[src/hdl/afc_pkg.sv]
// Shared constants for the receive-side automatic flow control block.
// Assumes a single 50 MHz core clock shared with the MAC and RX FIFO.
package afc_pkg;

  // ****************************************************************
  // Register placement and layout
  // ****************************************************************
  localparam logic [7:0] AUTO_FLOW_CONTROL_CONFIG_OFFSET = 8'hac;      // Config register offset
  localparam logic [31:0] AUTO_FLOW_CONTROL_CONFIG_RESET = 32'h0000_0000; // Config reset value
  localparam int HI_LSB = 16;                          // High threshold field
  localparam int HI_MSB = 23;
  localparam int LO_LSB = 8;                           // Low threshold field
  localparam int LO_MSB = 15;
  localparam int JAM_LSB = 4;                          // Jam duration code field
  localparam int JAM_MSB = 7;
  localparam int TRIG_MULTICAST_BIT = 3;               // Trigger class bits
  localparam int TRIG_BROADCAST_BIT = 2;
  localparam int TRIG_OWN_ADDR_BIT = 1;
  localparam int TRIG_ANY_BIT = 0;
  localparam int CFG_USED_MSB = 23;                    // Bits above read as zero
  localparam int THR_UNIT_SHIFT = 6;                   // Thresholds count 64 bytes

  // ****************************************************************
  // Timing
  // ****************************************************************
  localparam int CLK_FREQ_MHZ = 50;                    // Core clock rate
  localparam int JAM_STEP_NS = 5000;                   // 5 us base jam step
  localparam int JAM_EXTRA_10M_NS = 2200;              // 2.2 us added at 10 Mb/s
  localparam int JAM_STEP_CYC = (JAM_STEP_NS * CLK_FREQ_MHZ + 999) / 1000;
  localparam int JAM_EXTRA_10M_CYC = (JAM_EXTRA_10M_NS * CLK_FREQ_MHZ + 999) / 1000;
  localparam int JAM_TABLE_STEP = 10;                  // Codes 4..F: 50 us per step
  localparam int JAM_TABLE_BASE = 3;                   // Code offset for stepped range

  // ****************************************************************
  // Full-duplex pause sequencing
  // ****************************************************************
  typedef enum logic [1:0] {
    AFC_IDLE = 2'b00,      // Waiting for the high level
    AFC_PAUSE_REQ = 2'b01, // Pause with programmed time requested
    AFC_PAUSED = 2'b10,    // Pause sent, waiting for the low level
    AFC_ZERO_REQ = 2'b11   // Zero-time pause requested
  } afc_state_t;

endpackage

[src/hdl/afc_jam_rom.sv]
// Jam duration lookup: turns the 4-bit code and link speed into cycles.
// Assumes code and speed are stable a cycle before a jam is started.
`timescale 1ns/100ps
`default_nettype none

module afc_jam_rom #(
  parameter int CNT_W = 16,
  parameter int STEP_CYC = afc_pkg::JAM_STEP_CYC,
  parameter int EXTRA_CYC = afc_pkg::JAM_EXTRA_10M_CYC
) (
  // Clock and reset
  input wire logic ref_clk_in,
  input wire logic arst_n_in,
  // Lookup request
  input wire logic [3:0] code_in,
  input wire logic speed_10_in,
  // Registered duration in cycles
  output logic [CNT_W-1:0] cycles_out
);

  logic [6:0] mult;           // Duration in 5 us steps
  logic [CNT_W-1:0] cycles_d; // Next registered duration

  // ****************************************************************
  // Table lookup
  // ****************************************************************
  // Codes 0..3 are irregular, the rest step by 50 us
  always_comb
  begin
    case (code_in)
      4'h0: mult = 7'h01;
      4'h1: mult = 7'h02;
      4'h2: mult = 7'h03;
      4'h3: mult = 7'h05;
      default: mult = 7'((int'(code_in) - afc_pkg::JAM_TABLE_BASE) * afc_pkg::JAM_TABLE_STEP);
    endcase
    // Slow link adds a fixed extra time
    cycles_d = CNT_W'(int'(mult) * STEP_CYC + (speed_10_in ? EXTRA_CYC : 0));
  end

  // Output register
  always_ff @(posedge ref_clk_in or negedge arst_n_in)
  begin
    if (!arst_n_in)
      cycles_out <= '0;
    else
      cycles_out <= cycles_d;
  end

endmodule
`default_nettype wire

[src/hdl/afc_ctrl.sv]
// Receive-side automatic flow control: pause frames and timed back pressure.
// Assumes MAC, RX FIFO and config write port share ref_clk_in.
//
// How it works
// - Below low level, send zero-time pause
// - Zero pause only after enabled, sent pause
// - Jam code sets jam length, ignored FD
// - Jam table in 5/50 us steps, +2.2us
// - Multicast trigger jams in half duplex
// - Broadcast trigger jams in half duplex
// - Own-address trigger jams in half duplex
// - Any-frame trigger enables jam or pause
// - Half duplex any-frame acts on preamble
// - Full duplex any-frame requests pause immediately
// - Any-frame overrides the other trigger bits
// - High level sends one programmed pause
// - Each matching half duplex frame jammed at or above high level
// - Nothing sent while transmitter disabled
`timescale 1ns/100ps
`default_nettype none

module afc_ctrl #(
  parameter int USED_W = 15,                            // FIFO byte count width
  parameter int CNT_W = 16,                             // Jam counter width
  parameter int JAM_STEP_CYCLES = afc_pkg::JAM_STEP_CYC,
  parameter int JAM_EXTRA_CYCLES = afc_pkg::JAM_EXTRA_10M_CYC
) (
  // Clock and reset
  input wire logic ref_clk_in,
  input wire logic arst_n_in,
  // Config register port
  input wire logic cfg_wr_en_in,
  input wire logic [31:0] cfg_wr_data_in,
  output logic [31:0] cfg_rd_data_out,
  // RX FIFO level and link state
  input wire logic [USED_W-1:0] rx_fifo_used_in,
  input wire logic full_duplex_in,
  input wire logic speed_10_in,
  input wire logic tx_enabled_in,
  // Receive frame events
  input wire logic rx_preamble_in,
  input wire logic rx_da_valid_in,
  input wire logic rx_da_multicast_in,
  input wire logic rx_da_broadcast_in,
  input wire logic rx_da_own_in,
  // MAC transmitter handshake
  input wire logic pause_ack_in,
  output logic pause_req_out,
  output logic pause_zero_out,
  output logic backpressure_out
);

  // ****************************************************************
  // Configuration register
  // ****************************************************************
  logic [31:0] cfg_q;                 // Stored config
  logic [31:0] cfg_d;
  logic [USED_W-1:0] hi_bytes;        // High level in bytes
  logic [USED_W-1:0] lo_bytes;        // Low level in bytes
  logic level_reached;                // FIFO at or above high level
  logic below_low;                    // FIFO under low level
  logic trig_any;
  logic [3:0] jam_code;

  // Write decode, reserved bits kept zero
  always_comb
  begin
    cfg_d = cfg_q;
    if (cfg_wr_en_in)
      cfg_d = {8'h00, cfg_wr_data_in[afc_pkg::CFG_USED_MSB:0]};
  end

  // Config storage doubles as read data
  always_ff @(posedge ref_clk_in or negedge arst_n_in)
  begin
    if (!arst_n_in)
      cfg_q <= afc_pkg::AUTO_FLOW_CONTROL_CONFIG_RESET;
    else
      cfg_q <= cfg_d;
  end

  assign cfg_rd_data_out = cfg_q;

  // Threshold scaling and continuous comparison
  assign hi_bytes = USED_W'({cfg_q[afc_pkg::HI_MSB:afc_pkg::HI_LSB], 6'h00});
  assign lo_bytes = USED_W'({cfg_q[afc_pkg::LO_MSB:afc_pkg::LO_LSB], 6'h00});
  assign level_reached = (rx_fifo_used_in >= hi_bytes);
  assign below_low = (rx_fifo_used_in < lo_bytes);
  assign trig_any = cfg_q[afc_pkg::TRIG_ANY_BIT];
  assign jam_code = cfg_q[afc_pkg::JAM_MSB:afc_pkg::JAM_LSB];

  // ****************************************************************
  // Full-duplex pause sequencing
  // ****************************************************************
  afc_pkg::afc_state_t state_q;
  afc_pkg::afc_state_t state_d;
  logic pause_req_d;
  logic pause_zero_d;
  logic fd_active;                    // Pause flow control allowed

  // Pause path runs only in full duplex with any-frame set
  assign fd_active = full_duplex_in && trig_any;

  always_comb
  begin
    state_d = state_q;
    case (state_q)
      // Request a programmed pause as soon as the level is hit
      afc_pkg::AFC_IDLE:
      begin
        if (fd_active && level_reached && tx_enabled_in)
          state_d = afc_pkg::AFC_PAUSE_REQ;
      end
      // Wait for the MAC to take the frame
      afc_pkg::AFC_PAUSE_REQ:
      begin
        if (!fd_active)
          state_d = afc_pkg::AFC_IDLE;
        else if (pause_req_out && pause_ack_in)
          state_d = afc_pkg::AFC_PAUSED;
      end
      // Only one pause per crossing; wait for the drain
      afc_pkg::AFC_PAUSED:
      begin
        if (!fd_active)
          state_d = afc_pkg::AFC_IDLE;
        else if (below_low && tx_enabled_in)
          state_d = afc_pkg::AFC_ZERO_REQ;
      end
      // Zero-time pause releases the partner
      afc_pkg::AFC_ZERO_REQ:
      begin
        if (!fd_active || (pause_req_out && pause_ack_in))
          state_d = afc_pkg::AFC_IDLE;
      end
      default: state_d = afc_pkg::AFC_IDLE;
    endcase
    // Request held off while the transmitter is off
    pause_req_d = tx_enabled_in && fd_active &&
      ((state_d == afc_pkg::AFC_PAUSE_REQ) || (state_d == afc_pkg::AFC_ZERO_REQ));
    pause_zero_d = (state_d == afc_pkg::AFC_ZERO_REQ);
  end

  // State and handshake registers
  always_ff @(posedge ref_clk_in or negedge arst_n_in)
  begin
    if (!arst_n_in)
    begin
      state_q <= afc_pkg::AFC_IDLE;
      pause_req_out <= 1'b0;
      pause_zero_out <= 1'b0;
    end
    else
    begin
      state_q <= state_d;
      pause_req_out <= pause_req_d;
      pause_zero_out <= pause_zero_d;
    end
  end

  // ****************************************************************
  // Half-duplex back pressure
  // ****************************************************************
  logic [CNT_W-1:0] jam_cycles;       // Looked-up duration
  logic [CNT_W-1:0] jam_cnt_q;
  logic [CNT_W-1:0] jam_cnt_d;
  logic jam_d;
  logic class_hit;                    // Decoded frame matches a class bit
  logic jam_start;

  afc_jam_rom #(
    .CNT_W(CNT_W),
    .STEP_CYC(JAM_STEP_CYCLES),
    .EXTRA_CYC(JAM_EXTRA_CYCLES)
  ) u_jam_rom (
    .ref_clk_in(ref_clk_in),
    .arst_n_in(arst_n_in),
    .code_in(jam_code),
    .speed_10_in(speed_10_in),
    .cycles_out(jam_cycles)
  );

  // Trigger on a matching frame once the level is reached
  always_comb
  begin
    class_hit = rx_da_valid_in &&
      ((cfg_q[afc_pkg::TRIG_MULTICAST_BIT] && rx_da_multicast_in) ||
       (cfg_q[afc_pkg::TRIG_BROADCAST_BIT] && rx_da_broadcast_in) ||
       (cfg_q[afc_pkg::TRIG_OWN_ADDR_BIT] && rx_da_own_in));
    // Any-frame skips address decode and masks the class bits
    jam_start = !full_duplex_in && tx_enabled_in && level_reached &&
      (trig_any ? rx_preamble_in : class_hit);
    jam_cnt_d = jam_cnt_q;
    if (full_duplex_in || !tx_enabled_in)
      jam_cnt_d = '0;
    else if (jam_start)
      jam_cnt_d = jam_cycles;
    else if (jam_cnt_q != '0)
      jam_cnt_d = jam_cnt_q - CNT_W'(1);
    jam_d = (jam_cnt_d != '0);
  end

  // Jam timer and back pressure output
  always_ff @(posedge ref_clk_in or negedge arst_n_in)
  begin
    if (!arst_n_in)
    begin
      jam_cnt_q <= '0;
      backpressure_out <= 1'b0;
    end
    else
    begin
      jam_cnt_q <= jam_cnt_d;
      backpressure_out <= jam_d;
    end
  end

  // ****************************************************************
  // Assertions
  // ****************************************************************
  property p_zero_after_low;
    @(posedge ref_clk_in) disable iff (!arst_n_in)
    (state_q == afc_pkg::AFC_PAUSED) && fd_active && below_low && tx_enabled_in
      |=> pause_req_out && pause_zero_out;
  endproperty
  a_zero_after_low: assert property (p_zero_after_low) else $error("no zero pause");

  property p_zero_needs_pause;
    @(posedge ref_clk_in) disable iff (!arst_n_in)
    $rose(pause_zero_out) |-> $past(state_q) == afc_pkg::AFC_PAUSED;
  endproperty
  a_zero_needs_pause: assert property (p_zero_needs_pause) else $error("stray zero");

  property p_fd_no_jam;
    @(posedge ref_clk_in) disable iff (!arst_n_in)
    full_duplex_in |=> !backpressure_out;
  endproperty
  a_fd_no_jam: assert property (p_fd_no_jam) else $error("jam in full duplex");

  property p_jam_length;
    @(posedge ref_clk_in) disable iff (!arst_n_in)
    jam_start |=> (jam_cnt_q == $past(jam_cycles)) && backpressure_out;
  endproperty
  a_jam_length: assert property (p_jam_length) else $error("jam length wrong");

  property p_mcast_jam;
    @(posedge ref_clk_in) disable iff (!arst_n_in)
    !full_duplex_in && tx_enabled_in && level_reached && !trig_any && rx_da_valid_in &&
      rx_da_multicast_in && cfg_q[afc_pkg::TRIG_MULTICAST_BIT] |=> backpressure_out;
  endproperty
  a_mcast_jam: assert property (p_mcast_jam) else $error("multicast not jammed");

  property p_bcast_jam;
    @(posedge ref_clk_in) disable iff (!arst_n_in)
    !full_duplex_in && tx_enabled_in && level_reached && !trig_any && rx_da_valid_in &&
      rx_da_broadcast_in && cfg_q[afc_pkg::TRIG_BROADCAST_BIT] |=> backpressure_out;
  endproperty
  a_bcast_jam: assert property (p_bcast_jam) else $error("broadcast not jammed");

  property p_own_jam;
    @(posedge ref_clk_in) disable iff (!arst_n_in)
    !full_duplex_in && tx_enabled_in && level_reached && !trig_any && rx_da_valid_in &&
      rx_da_own_in && cfg_q[afc_pkg::TRIG_OWN_ADDR_BIT] |=> backpressure_out;
  endproperty
  a_own_jam: assert property (p_own_jam) else $error("own frame not jammed");

  property p_fd_pause;
    @(posedge ref_clk_in) disable iff (!arst_n_in)
    (state_q == afc_pkg::AFC_IDLE) && fd_active && level_reached && tx_enabled_in
      |=> pause_req_out && !pause_zero_out;
  endproperty
  a_fd_pause: assert property (p_fd_pause) else $error("no pause request");

  property p_any_preamble;
    @(posedge ref_clk_in) disable iff (!arst_n_in)
    !full_duplex_in && tx_enabled_in && level_reached && trig_any && rx_preamble_in
      |=> backpressure_out;
  endproperty
  a_any_preamble: assert property (p_any_preamble) else $error("preamble not jammed");

  property p_any_masks;
    @(posedge ref_clk_in) disable iff (!arst_n_in)
    trig_any && !rx_preamble_in && !backpressure_out && (jam_cnt_q == '0) |=> !backpressure_out;
  endproperty
  a_any_masks: assert property (p_any_masks) else $error("class bit acted");

  property p_tx_off;
    @(posedge ref_clk_in) disable iff (!arst_n_in)
    !tx_enabled_in |=> !pause_req_out && !backpressure_out;
  endproperty
  a_tx_off: assert property (p_tx_off) else $error("sent with tx off");

  c_pause_cycle: cover property (@(posedge ref_clk_in) disable iff (!arst_n_in)
    pause_req_out && !pause_zero_out ##[1:1000] pause_req_out && pause_zero_out);
  c_jam_end: cover property (@(posedge ref_clk_in) disable iff (!arst_n_in)
    $fell(backpressure_out));
  c_jam_start: cover property (@(posedge ref_clk_in) disable iff (!arst_n_in) jam_start);

endmodule
`default_nettype wire

[config.mk]
export PLATFORM = sky130hd
export DESIGN_NAME = afc_ctrl
export DESIGN_NICKNAME = d
export VERILOG_FILES = /design/src/hdl/afc_pkg.sv /design/src/hdl/afc_jam_rom.sv /design/src/hdl/afc_ctrl.sv
export SDC_FILE = /design/constraint.sdc
export NUM_CORES = 1
export LEC_CHECK = 0
export BUFFER_PORTS_ARGS = -buffer_cell sky130_fd_sc_hd__buf_2
export CORE_MARGIN = 4
export CORE_UTILIZATION = 57
export DETAILED_ROUTE_END_ITERATION = 6
export PLACE_DENSITY = 0.82
export SLEW_MARGIN = 20
export SYNTH_ARGS = -nofsm -noshare
export SYNTH_HDL_FRONTEND = slang
export SYNTH_SLANG_ARGS = --single-unit
[constraint.sdc]
create_clock -name ref_clk_in -period 7.53 [get_ports ref_clk_in]
set_clock_uncertainty 0.15 [all_clocks]
set_input_delay 1.506 -clock ref_clk_in [delete_from_list [all_inputs] [get_ports ref_clk_in]]
set_output_delay 1.506 -clock ref_clk_in [all_outputs]
set_load 0.05 [all_outputs]
==> results of run 1 <==
synthesized netlist by cell type (all sizes together) (8+ instances only):
cell	instances
a211oi	8
a21oi	14
buf	11
dfrtp	60
fa	20
ha	64
inv	48
mux2	8
mux2i	8
nand2	36
nand3	9
nor2	37
nor3	13
o21ai	29
xnor2	21
xor2	17
per-layer routing:
| metal | vias up | GRT usage (%) |
|---|---|---|
| met5 | - | 0 |
| met2 | 91 | 38.69 |
| met1 | 1817 | 27.88 |
| met4 | 0 | 8.718 |
| li1 | 1863 | - |
| met3 | 20 | 3.475 |
critical path, stage by stage (launching register included):
cell and delay, ps:
dfrtp_1 470, inv_1 130, ha_1 320, ha_1 280, ha_1 210, fa_1 370
xor2_1 270, mux2i_1 110, a22oi_1 470, inv_1 240, ha_1 330, inv_1 60
fa_1 560, fa_1 420, ha_1 310, ha_1 350, nor2b_1 170, nor3_1 260
nor2_1 100, xnor2_1 290, nor4bb_1 370, xor2_1 180
state kept, by name, summed over array words and instances (netlist names):
| signal | count |
|---|---|
| cfg_rd_data_out | 24 |
| jam_cnt_q | 16 |
| u_jam_rom.cycles_out | 15 |
| state_q | 2 |
| backpressure_out | 1 |
| pause_req_out | 1 |
| pause_zero_out | 1 |
worst paths after layout:
kind / endpoint / cells after the start
min in group asynchronous: cfg_rd_data_out[21] / 2
max: u_jam_rom.cycles_out[14] / 21
min reg2reg: jam_cnt_q[10] / 2
min: jam_cnt_q[10] / 2
max reg2reg: u_jam_rom.cycles_out[14] / 21
max in group asynchronous: u_jam_rom.cycles_out[12] / 2
final cells by class:
| type | instances | area (sq um) | share of cell area (%) |
|---|---|---|---|
| Clock buffer | 12 | 155.1 | 2.834 |
| Clock inverter | 4 | 47.55 | 0.8686 |
| Inverter | 48 | 180.2 | 3.291 |
| Multi-Input combinational cell | 377 | 3065 | 56.00 |
| Sequential cell | 60 | 1501 | 27.43 |
| Tap cell | 105 | 131.4 | 2.400 |
| Timing Repair Buffer | 78 | 392.9 | 7.177 |
kinds of logic (layout without fill, tap and decap cells):
family / after synthesis / in the layout / share of synthesized area [%]
simple gates: 146 / 146 / 16.26
compound gates: 85 / 85 / 11.38
fa+ha+maj: 84 / 84 / 24.94
buf+inv: 65 / 142 / 5.716
flops: 60 / 60 / 31.18
xor+xnor: 38 / 38 / 6.911
mux: 16 / 16 / 3.534
other cells: 1 / 8 / 0.07787
through the flow:
stage	utilization, %	cell area, sq um	worst slack (ps)
after floorplan	-	4842	1223
after global placement	64.15	5271	1148
after detailed placement	64.15	5271	1014
after CTS	66.62	5474	972.8
after global routing	66.62	5474	583.9
final	66.62	5474	1012
==> metrics, run 1 <==
Synth cell types=61; #FFs+latches synth=60; first drt pass iteration count=4; I/O Pins=94; hpwl dp=8.092 mm; fin cells=684; FMAX=0.1534 GHz; # setup viols final=0; Crit. End Element=flop; # nets final=717; final hold slack=352.0 ps; Clock Latency Late Sink=340 ps; Relative slew margins=50.35%; antenna viol nets, final=0; Final Hold Viols=0; htree depth=3; clock sinks=60; M1 WL=4.277 mm; antenna violations before repair=0; Post-route DRC=0; DIE AREA=9983 sq um; layout cells sized above 1=19.52%; Synth async-reset ratio=100.0%; number of CTS-inserted buffers=9; clock tree from TritonCTS=yes; outcome=completed; vias in the first global route=4046; Std-Cell Rows=33; Max FO, Critical Path=6; count of buffers from port buffering=77; reg-to-reg startpoint=cfg_rd_data_out[4]; root buf cell=clkbuf_8; Vias=3791; largest area contributor in the netlist=dfrtp_1; Critical Path RT=7630 ps; post-route clock period utilization=86.57%; CP startpoint=cfg_rd_data_out[4]; Die X=99.92 microns; met3 WL=426 microns; synth-to-layout area growth=13.67%; Iter 0 DRT Violations=96; DR WL/cell=14.99 microns; largest net degree at the start of global routing=61; Post CTS Setup Buffer Count=0; top layer in use=met4; clock period minus worst slack=6518 ps; gr usage total=22.30%; Hold Crit Start=u_jam_rom.cycles_out[10]; Fillers=620; commonest non-fill, non-tap cell in the layout=buf_2; worst min path class=flop to flop; Area contributors post-synth=dfrtp_1, ha_1, fa_1; Mean Syn Cell Area=9.729 sq um; max-cap check violation count=0; Mapped Cells=495; Total Wirelength=10.26 mm; first-pass GRT wire length=18.08 mm; Initial Utilization=58.61%; critical path class=flop to flop; met2 wire length=5.343 mm; Core Box Area=8217 sq um; die height=99.92 microns; area share of the largest cell type after synthesis=31.18%; EDFF count, synth=0; Post-Syn Area=4816 sq um; via/cell ratio=5.542; ANT cells=0; most frequent cells in the layout=buf_2, ha_1, dfrtp_1; unrepaired setup endpoints after global routing=false; CTS Hold Buffers Added=0; part of the Yosys area used for sequential elements=31.18%; post_cts resized=0; synth warn=0; most used flip-flop cell after synthesis=dfrtp_1; clock buffer depth=2; flop2flop setup slack=1010 ps; pins over their slew limit=0; Slew @ Worst Pin=744.7 ps; dpl cells=668; Worst Path Arrival=6620 ps; GRT Residual Overflow=0; setup TNS=0 ps; Setup crit start kind=flop; Reg clk slew, reported paths=70 ps; Final GP Congestion=0.8880
Power of run 1 is not shown: default switching activity piles up to over one toggle a cycle in this logic, so the estimate is an artifact.
==> run 2, diff against run 1 <==
--- a/config.mk
+++ b/config.mk
@@ -10,6 +10,7 @@
 export CORE_UTILIZATION = 57
 export DETAILED_ROUTE_END_ITERATION = 6
 export PLACE_DENSITY = 0.82
+export RECOVER_POWER = 50
 export SLEW_MARGIN = 20
 export SYNTH_ARGS = -nofsm -noshare
 export SYNTH_HDL_FRONTEND = slang
==> metrics, run 2 (synthesis gave the netlist of run 1 again) <==
worst min path class=flop to flop; ANT cells=0 (unchanged); first-pass GRT wire length=18.08 mm (unchanged); Crit. End Element=flop; outcome=finished, violations left; commonest non-fill, non-tap cell in the layout=buf_2; critical path class=flop to flop; flop2flop setup slack=1010 ps (about the same); post_cts resized=0 (unchanged); antenna viol nets, final=0 (unchanged); Core Box Area=8217 sq um (unchanged); final hold slack=352.0 ps (unchanged); root buf cell=clkbuf_8; Total Wirelength=10.26 mm (unchanged); WHS Path Cells=2 (unchanged); failing checks=capacitance limit, slew limit; # setup viols final=0 (unchanged); most frequent cells in the layout=buf_2, ha_1, dfrtp_1; Initial Utilization=58.61% (unchanged); antenna violations before repair=0 (unchanged); Worst Path Arrival=6620 ps (about the same); Final GP Congestion=0.8880 (unchanged); clock sinks=60 (unchanged); gr usage total=22.30% (unchanged); die height=99.92 microns (unchanged); clock period minus worst slack=6518 ps (unchanged); clock buffer depth=2 (unchanged); CTS Hold Buffers Added=0 (unchanged); Vias=3790 (-0.026%); Post CTS Setup Buffer Count=0 (unchanged); pins over their slew limit=102 (+102); GRT Residual Overflow=0 (unchanged); DR WL/cell=14.99 microns (unchanged); Clock Latency Late Sink=340 ps (about the same); number of CTS-inserted buffers=9 (unchanged); R2R depth=21 (unchanged); post-route clock period utilization=86.57% (unchanged); synth-to-layout area growth=13.56% (about the same); largest net degree at the start of global routing=61 (unchanged); Reg clk slew, reported paths=70 ps (about the same); unrepaired setup endpoints after global routing=false; # nets final=717 (unchanged); Slew @ Worst Pin=3135 ps (+2391 ps); Post-route DRC=0 (unchanged); first drt pass iteration count=4 (unchanged); Setup crit start kind=flop; Die X=99.92 microns (unchanged); vias in the first global route=4046 (unchanged); htree depth=3 (unchanged); max reg flops=24 (unchanged); max-cap check violation count=2 (+2); count of buffers from port buffering=77 (unchanged); worst setup margin=1012 ps (unchanged); clock tree from TritonCTS=yes; Max FO, Critical Path=6 (unchanged); Iter 0 DRT Violations=96 (unchanged); hpwl dp=8.092 mm (unchanged); DIE AREA=9983 sq um (unchanged); Relative slew margins=-109.0% (-160 points); via/cell ratio=5.541 (about the same); Critical Path RT=7630 ps (about the same); Std-Cell Rows=33 (unchanged); setup TNS=0 ps (unchanged); pre-CTS setup slack=1014 ps (unchanged); Final Hold Viols=0 (unchanged); FMAX=0.1534 GHz (unchanged); I/O Pins=94 (unchanged); layout cells sized above 1=19.17% (-0.35 points)
==> run 2: changes by cell type in the layout (fill, tap and decap cells not counted), sizes merged <==
cell and change:
clkbuf +2, buf -2
==> run 2: cell type report <==
class	count	area, sq um
clock buffer	12	155.1
clock inverter	4	47.55
inverter	48	180.2
fill	621	2748
sequential	60	1501
timing repair buffer	78	387.9
multi-input combinational	377	3065
tap	105	131.4
==> run 2: final timing paths <==
check / start / to
setup / recovery: cfg_rd_data_out[4] / u_jam_rom.cycles_out[14]
hold / removal: u_jam_rom.cycles_out[10] / jam_cnt_q[10]
setup reg to reg: cfg_rd_data_out[4] / u_jam_rom.cycles_out[14]
hold reg to reg: u_jam_rom.cycles_out[10] / jam_cnt_q[10]
max in group asynchronous: arst_n_in / u_jam_rom.cycles_out[12]
min in group asynchronous: arst_n_in / cfg_rd_data_out[21]
==> run 2: critical path, stage by stage (launching register included) <==
cell and delay [ps]:
dfrtp_1 470, inv_1 130, ha_1 320, ha_1 280, ha_1 210, fa_1 370, xor2_1 270, mux2i_1 110
a22oi_1 470, inv_1 240, ha_1 330, inv_1 60, fa_1 560, fa_1 420, ha_1 310, ha_1 350
nor2b_1 170, nor3_1 260, nor2_1 100, xnor2_1 290, nor4bb_1 370, xor2_1 180
==> run 2: metrics by stage <==
stage          util (%)  cell area, sq um  std cells
5_1_grt           66.56              5469        684
3_5_place_dp      64.15              5271        668
4_1_cts           66.62              5474        684
3_3_place_gp      64.15              5271        668
6_report          66.56              5469        684
2_1_floorplan         -              4842        502
==> run 2: per-layer routing <==
layer	global-route usage [%]	part of all wire, %
met2	38.69	52
met1	27.88	42
met5	0	0
met4	8.718	2.0
met3	3.475	4.2
Power of run 2 is left out for the same reason.
